**src/node_state_regs.vh**
```
// Purpose: Constants for the node state indicator
// Assumes: 20 MHz clk_sys
// Notes:   Times in ns, counts derived from the clock period
`ifndef NODE_STATE_REGS_VH
`define NODE_STATE_REGS_VH
`define CLK_PERIOD_NS      50
// Flicker half period, 10 Hz full cycle
`define FLICKER_HALF_NS    50000000
`define FLICKER_HALF_CYC   (`FLICKER_HALF_NS / `CLK_PERIOD_NS)
// Flash pattern period, 1 Hz
`define PATTERN_NS         1000000000
`define PATTERN_CYC        (`PATTERN_NS / `CLK_PERIOD_NS)
// One flash slot: 200 ms on or off phase
`define SLOT_NS            200000000
`define SLOT_CYC           (`SLOT_NS / `CLK_PERIOD_NS)
// Five slots make one pattern period; pulses sit in the even slots
`define SLOT_W             3
`define SLOT_FIRST         3'h0
`define SLOT_SECOND        3'h2
`define SLOT_THIRD         3'h4
`define SLOT_LAST          3'h4
`define SLOT_ONE           3'h1
`define CNT_ONE            32'h00000001
// Default frame-watch timeout
`define TIMEOUT_NS         1000000000
`define TIMEOUT_CYC        (`TIMEOUT_NS / `CLK_PERIOD_NS)
`define CNT_W              32
`define ST_W               5
`define ST_NOT_ACTIVE      5'h01
`define ST_BASIC_ETH       5'h02
`define ST_PREOP1          5'h04
`define ST_PREOP2          5'h08
`define ST_READY           5'h10
`endif

```
**src/node_state_indicator.v**
```verilog
// Purpose: Node state machine and dual status light driver
// Assumes: Inputs synchronous to clk_sys; frame detectors are pulses
// Notes:   Later states beyond ready-to-operate are not modelled
//
// How it works
// Green and red status lights; meaning depends on selected mode.
// Plain Ethernet mode drives green steadily on.
// Green stays off in the not-active state.
// Managing node: no frame before timeout moves to pre-operational one.
// Managing node: traffic seen before timeout keeps managing operation off.
// Controlled node: no frame before timeout moves to basic Ethernet.
// Controlled node: traffic before timeout moves to pre-operational one.
// Basic Ethernet flickers green at about ten hertz.
// Managing node leaves basic Ethernet only by interface reset.
// Controlled node in basic Ethernet goes pre-operational one on traffic.
// Pre-operational one shows a single green flash each second.
// Managing node in pre-operational one runs reduced cycle, no cyclic traffic.
// Controlled node in pre-operational one accepts configuration.
// Controlled node in pre-operational one moves on start-of-cycle frame.
// Controlled node in pre-operational one lights red if manager failed.
// Pre-operational two shows a double green flash each second.
// Indicator mirrors the termination switch.
// Controlled node in pre-operational two configures, then ready on command.
// Flashes are short pulses at period start, off for the rest; in ready the third pulse runs to one cycle before the period end.
`timescale 1ns/1ps
`default_nettype none
`include "node_state_regs.vh"
module node_state_indicator (
  input  wire        clk_sys,
  input  wire        nrst,
  input  wire        ethernet_mode,
  input  wire        managing_node,
  input  wire [31:0] timeout_cyc,
  input  wire        proto_frame,
  input  wire        soc_frame,
  input  wire        ready_cmd,
  input  wire        config_write,
  input  wire        manager_lost,
  input  wire        term_switch,
  output reg         led_green,
  output reg         led_red,
  output reg         termination_indicator,
  output reg         managing_active,
  output reg         reduced_cycle,
  output reg         config_accept,
  output reg  [4:0]  node_state
);

  // ------------------------------------------------------------
  // Declarations
  // ------------------------------------------------------------
  reg  [`ST_W-1:0]   state_q;
  reg  [`ST_W-1:0]   state_d;
  reg  [`CNT_W-1:0]  tmo_q;
  reg  [`CNT_W-1:0]  tmo_d;
  reg                mn_block_q;
  reg                mn_block_d;
  reg  [`CNT_W-1:0]  flick_q;
  reg  [`CNT_W-1:0]  flick_d;
  reg                flick_lvl_q;
  reg                flick_lvl_d;
  reg  [`CNT_W-1:0]  slot_cnt_q;
  reg  [`CNT_W-1:0]  slot_cnt_d;
  reg  [`SLOT_W-1:0] slot_idx_q;
  reg  [`SLOT_W-1:0] slot_idx_d;
  reg                green_d;
  reg                red_d;
  reg                term_d;
  reg                mn_run_d;
  reg                config_d;
  // Combinational helpers
  wire               tmo_done;
  wire               proto_mode;
  wire               is_ctrl_node;
  wire               in_preop;
  wire               in_managed;
  wire               state_moves;
  wire               slot_end;
  wire               pattern_end;

  // ------------------------------------------------------------
  // Shared conditions
  // ------------------------------------------------------------
  assign tmo_done     = (tmo_q >= timeout_cyc);
  assign proto_mode   = !ethernet_mode;
  assign is_ctrl_node = !managing_node;
  assign in_preop     = (state_q == `ST_PREOP1) || (state_q == `ST_PREOP2);
  assign in_managed   = in_preop || (state_q == `ST_READY);
  assign state_moves  = (state_d != state_q);
  assign slot_end     = (slot_cnt_q == `SLOT_CYC - 1);
  assign pattern_end  = slot_end && (slot_idx_q == `SLOT_LAST);

  // ------------------------------------------------------------
  // State machine
  // ------------------------------------------------------------
  // Ethernet mode freezes the node where it stands; protocol
  // events are ignored until the mode switch goes back.
  always @*
  begin
    state_d = state_q;
    if (proto_mode)
    begin
      case (state_q)
        `ST_NOT_ACTIVE:
        begin
          if (managing_node)
          begin
            // Foreign traffic blocks start; timeout alone cannot rescue it
            if (tmo_done && !mn_block_q && !proto_frame)
              state_d = `ST_PREOP1;
          end
          else if (proto_frame)
            state_d = `ST_PREOP1;
          else if (tmo_done)
            state_d = `ST_BASIC_ETH;
        end
        `ST_BASIC_ETH:
        begin
          // A managing node never lands here, and could only leave by reset
          if (is_ctrl_node && proto_frame)
            state_d = `ST_PREOP1;
        end
        `ST_PREOP1:
        begin
          if (is_ctrl_node && soc_frame)
            state_d = `ST_PREOP2;
        end
        `ST_PREOP2:
        begin
          if (is_ctrl_node && ready_cmd)
            state_d = `ST_READY;
        end
        `ST_READY:
        begin
          state_d = state_q;
        end
        default:
        begin
          // Illegal codes fall back to the dark not-active state
          state_d = `ST_NOT_ACTIVE;
        end
      endcase
    end
  end

  // ------------------------------------------------------------
  // Timeout window
  // ------------------------------------------------------------
  // The window only runs while protocol mode waits in the
  // not-active state, so Ethernet mode cannot expire it unseen.
  always @*
  begin
    tmo_d      = tmo_q;
    mn_block_d = mn_block_q;
    if (proto_mode && state_q == `ST_NOT_ACTIVE && !tmo_done)
    begin
      // Saturates at the limit so the window cannot wrap and fire twice
      tmo_d = tmo_q + `CNT_ONE;
      // Sticky until reset: a foreign manager rules this node out
      if (managing_node && proto_frame)
        mn_block_d = 1'b1;
    end
  end

  // ------------------------------------------------------------
  // Pattern timers
  // ------------------------------------------------------------
  // Flicker runs free; its phase carries no meaning.
  always @*
  begin
    flick_d     = flick_q + `CNT_ONE;
    flick_lvl_d = flick_lvl_q;
    if (flick_q == `FLICKER_HALF_CYC - 1)
    begin
      flick_d     = {`CNT_W{1'b0}};
      flick_lvl_d = ~flick_lvl_q;
    end
  end

  // Slot counter instead of a divide: a wide divider for a
  // light pattern would cost far more than two small counters.
  always @*
  begin
    slot_cnt_d = slot_cnt_q + `CNT_ONE;
    slot_idx_d = slot_idx_q;
    if (state_moves || pattern_end)
    begin
      // Restart on a state change so a first flash is never cut short
      slot_cnt_d = {`CNT_W{1'b0}};
      slot_idx_d = `SLOT_FIRST;
    end
    else if (slot_end)
    begin
      slot_cnt_d = {`CNT_W{1'b0}};
      slot_idx_d = slot_idx_q + `SLOT_ONE;
    end
  end

  // ------------------------------------------------------------
  // Light and status decode
  // ------------------------------------------------------------
  always @*
  begin
    green_d = 1'b0;
    if (ethernet_mode)
    begin
      green_d = 1'b1;
    end
    else
    begin
      case (state_q)
        `ST_NOT_ACTIVE:
        begin
          green_d = 1'b0;
        end
        `ST_BASIC_ETH:
        begin
          green_d = flick_lvl_q;
        end
        `ST_PREOP1:
        begin
          green_d = (slot_idx_q == `SLOT_FIRST);
        end
        `ST_PREOP2:
        begin
          green_d = (slot_idx_q == `SLOT_FIRST) || (slot_idx_q == `SLOT_SECOND);
        end
        `ST_READY:
        begin
          // Third pulse fills its slot, so trim one cycle to keep pulses apart
          green_d = (slot_idx_q == `SLOT_FIRST) || (slot_idx_q == `SLOT_SECOND)
                    || ((slot_idx_q == `SLOT_THIRD) && !slot_end);
        end
        default:
        begin
          green_d = 1'b0;
        end
      endcase
    end
  end

  always @*
  begin
    red_d    = 1'b0;
    config_d = 1'b0;
    mn_run_d = 1'b0;
    term_d   = term_switch;
    if (proto_mode && is_ctrl_node)
    begin
      // A managing node never lights red; it has no manager to lose
      red_d    = manager_lost && in_managed;
      config_d = config_write && in_preop;
    end
    if (proto_mode && managing_node && state_q == `ST_PREOP1)
    begin
      mn_run_d = 1'b1;
    end
  end

  // ------------------------------------------------------------
  // Registers, outputs straight from flip-flops
  // ------------------------------------------------------------
  always @(posedge clk_sys)
  begin
    if (!nrst)
    begin
      state_q     <= `ST_NOT_ACTIVE;
      tmo_q       <= {`CNT_W{1'b0}};
      mn_block_q  <= 1'b0;
      flick_q     <= {`CNT_W{1'b0}};
      flick_lvl_q <= 1'b0;
      slot_cnt_q  <= {`CNT_W{1'b0}};
      slot_idx_q  <= `SLOT_FIRST;
    end
    else
    begin
      state_q     <= state_d;
      tmo_q       <= tmo_d;
      mn_block_q  <= mn_block_d;
      flick_q     <= flick_d;
      flick_lvl_q <= flick_lvl_d;
      slot_cnt_q  <= slot_cnt_d;
      slot_idx_q  <= slot_idx_d;
    end
  end

  // Status outputs lag the internal state by one edge
  always @(posedge clk_sys)
  begin
    if (!nrst)
    begin
      led_green             <= 1'b0;
      led_red               <= 1'b0;
      termination_indicator <= 1'b0;
      managing_active       <= 1'b0;
      reduced_cycle         <= 1'b0;
      config_accept         <= 1'b0;
      node_state            <= `ST_NOT_ACTIVE;
    end
    else
    begin
      led_green             <= green_d;
      led_red               <= red_d;
      termination_indicator <= term_d;
      managing_active       <= mn_run_d;
      reduced_cycle         <= mn_run_d;
      config_accept         <= config_d;
      node_state            <= state_q;
    end
  end

endmodule // node_state_indicator
`default_nettype wire

```
**config.mk**
```make
export PLATFORM = sky130hd
export DESIGN_NAME = node_state_indicator
export DESIGN_NICKNAME = d
export VERILOG_FILES = /design/src/node_state_indicator.v
export VERILOG_INCLUDE_DIRS = /design/src
export SDC_FILE = /design/constraint.sdc
export NUM_CORES = 1
export LEC_CHECK = 0
export ABC_CLOCK_PERIOD_IN_PS = 3200
export BUFFER_PORTS_ARGS = -buffer_cell sky130_fd_sc_hd__buf_2
export CORE_ASPECT_RATIO = 1.25
export CORE_MARGIN = 5
export CORE_UTILIZATION = 61
export CTS_CLUSTER_DIAMETER = 100
export DETAILED_ROUTE_END_ITERATION = 12
export PLACE_DENSITY = 0.85
export SLEW_MARGIN = 10
export SYNTH_ARGS = -nofsm -noshare
export SYNTH_HDL_FRONTEND = slang
export SYNTH_SLANG_ARGS = --single-unit
```
**constraint.sdc**
```tcl
create_clock -name clk_sys -period 3.2 [get_ports clk_sys]
set_clock_uncertainty 0.1 [all_clocks]
set_input_delay 0.32 -clock clk_sys [delete_from_list [all_inputs] [get_ports clk_sys]]
set_output_delay 0.32 -clock clk_sys [all_outputs]
set_load 0.01 [all_outputs]
```
==> qor.yml <==
viasPerCell: 6.279
cts_num_sinks: 116
path_cells: "buf_4 > nor2_1 > nand4_1 > nor3b_1 > nand4_1 > o311ai_0 > o41ai_1"
p_leak_nw: 3.038
cts_buffers: 17
clk_latency_ns: 0.41
htreeDepth: 4
timing.final.crit_share_pct: 94.16
syn_inst: 814
max_clock_freq_ghz: 0.3319
diodes: 0
cts_setup_buffers: 0
synth_nets: 894
cp-end-kind: "flip-flop"
cp-start-kind: "flip-flop"
cts_max_path_buffers: 2
slew_viol_final: 0
reg2reg_depth: 7
critPathRequiredTime_ns: 3.37
worstMarginPinSlew_ns: 0.9571
preCtsSetupSlack_ns: 0.2868
synth_edf_count: 0
io-pin-count: 53
cts_resized: 0
cpMaxStageDelayCell: "nor3b_1"
die-area_mm2: 0.01331
clk_pin_slew_worst_paths_ns: 0.05
regArea_mm2: 0.002322
cap_violations: 0
synthArstFlopShare_pct: 0
critPathMaxFanout: 17
ant_nets: 0
drc: 0
avgSynthCellArea_um2: 8.313
avgRoutedWirePerCell_um: 16.49
gr-total-overflow: 0
io_buffer_count: 52
area_growth_pct: 15.83
ir_worst_vdd_mv: 0.3786
rrSetupSlack_ns: 0.19
crit_path_max_incr_delay_ns: 0.67
grt_first_pass_wirelength_um: 28150
syn_area_mm2: 0.006766
holdWs_ns: 0.01131
grt_setup_unrepaired: "no"
synth_top_area_share_pct: 34.32
grt_max_degree: 69
ys_types: 56
fin_crit_ns: 3.013
dr_total_vias: 6336
gp_congestion: 0.9068
path_class: "reg2reg"
grt_use_total_pct: 25.11
core_mm2: 0.01098
die_y_um: 127.8
initial_core_util_pct: 61.65
drt_iter0_drc: 485
synth-seq-cells: 116
outcome: "completed"
drive_gt1_share_pct: 13.39
multiInputGateArea_mm2: 0.004098
path_common_cell: "nand4_1"
grt_pass1_vias: 6329
yosysTopAreaCell: "dfxtp_1"
routed_wl_um: 16640
layout_setup_ws_ns: 0.1870
ys_seq_area_share_pct: 34.32
num_rows: 43
yosys-top-cells-area: "dfxtp_1 34%, ha_1 7.0%, xor2_1 5.2%, nor2_1 3.9%, nand3_1 3.6%"
cts_hold_buf: 0
hold_viol_final: 0
antenna_found_initial: 0
hold_depth: 2
hp-class: "in2reg"
cts_tree: "done"
worstPathArrival_ns: 3.19
drtPass1Iterations: 5
nets: 941
slew-limit-headroom_pct: 35.91
powerDensity_mw_per_mm2: 493.8
dp_hpwl_um: 11440
tns_ns: 0
root_buffer: "clkbuf_16"
ys_warn_count: 0
synth_ff_type: "dfxtp_1"
die_w_um: 104.2
fillers: 812
setup_violations: 0
-- cells in the mapped netlist (all sizes together) (2+ instances only) --
cell     number
nor4         37
a211oi        2
or2           2
xor2         40
buf          18
nor3         47
and4          8
clkbuf       23
a221oi        2
or3           3
o41ai        16
a2111oi       2
a32oi         2
dfxtp       116
o211ai        2
and2          6
nor2b         4
nor4bb        3
nand2b       32
inv          45
nand2        62
nor2         71
ha           38
o21a          5
o31ai         2
o21ai        18
and3         21
o31a          2
o311ai       16
nor4b         8
or3b          2
a221o         2
nor3b         5
a21oi        19
xnor2        25
o221ai        2
nand4        37
nand3        48
mux2i        14
-- cells in the final DEF, fill, tap and decap left out, drive strengths merged, types with 25 or more instances in the layout --
master,instances
buf,69
clkbuf,26
dfxtp,116
ha,38
inv,45
nand2,62
nand2b,32
nand3,48
nand4,37
nor2,71
nor3,47
nor4,37
xnor2,25
xor2,40
-- area by class of cell --
cell class | instances | area share, %
inverter | 46 | 2.203
sequential | 116 | 29.63
multi-input combinational | 611 | 52.28
clock buffer | 26 | 6.881
clock inverter | 6 | 1.740
timing repair buffer | 69 | 5.109
tap | 135 | 2.155
-- critical path: cells and delay by family, from the launching register on --
family / cells / cell delay [ns]
flops: 1 / 0.49
compound gates: 2 / 0.53
simple gates: 4 / 1.50
buf+inv: 1 / 0.25
-- state kept, by name (all words and copies together), names as in the netlist, 3 cells and up --
signal	cells
slot_idx_q	3
flick_q	32
state_q	5
slot_cnt_q	32
node_state	5
tmo_q	32
-- cells by family after synthesis --
family                   share of synthesized area (%)
AND/OR/NAND/NOR                                  32.12
flip-flops                                       34.32
AO/OA/AOI/OAI                                    10.71
buffers and inverters                            5.344
XOR/XNOR                                         8.414
adder cells (fa/ha/maj)                          7.027
multiplexers                                     2.071
-- report_power, final --
group	total [mW]	switching, mW	internal [mW]
Sequential	1.49	0.0250	1.46
Combinational	0.251	0.154	0.0962
Clock	2.13	0.661	1.47
-- path summary, 6_finish.rpt --
check / from / endpoint
min: term_switch / termination_indicator$_SDFF_PN0_
max reg2reg: state_q[2]$_SDFF_PN0_ / tmo_q[31]$_SDFFE_PN0P_
min reg2reg: flick_q[0]$_SDFF_PP0_ / flick_q[0]$_SDFF_PP0_
max: state_q[2]$_SDFF_PN0_ / tmo_q[31]$_SDFFE_PN0P_
-- metrics by stage --
step	power [mW]	util [%]	instances	area, µm²
final	3.871	71.41	1009	7838
after global routing	3.989	71.41	1009	7838
after CTS	3.882	71.31	1009	7826
after detailed placement	1.760	65.15	977	7151
after global placement	1.749	65.15	977	7151
after floorplan	1.686	-	814	6766
-- routing by layer --
metal | share of wire (%) | global-route usage, % | up-vias | wire length, µm
li1 | - | - | 3057 | -
met1 | 39 | 27.44 | 2976 | 6442
met2 | 53 | 46.17 | 253 | 8785
met3 | 5.6 | 5.693 | 50 | 928
met4 | 2.9 | 11.20 | 0 | 482
met5 | 0 | 0 | - | 0
Note: power is estimated with default switching activity, not from simulation.
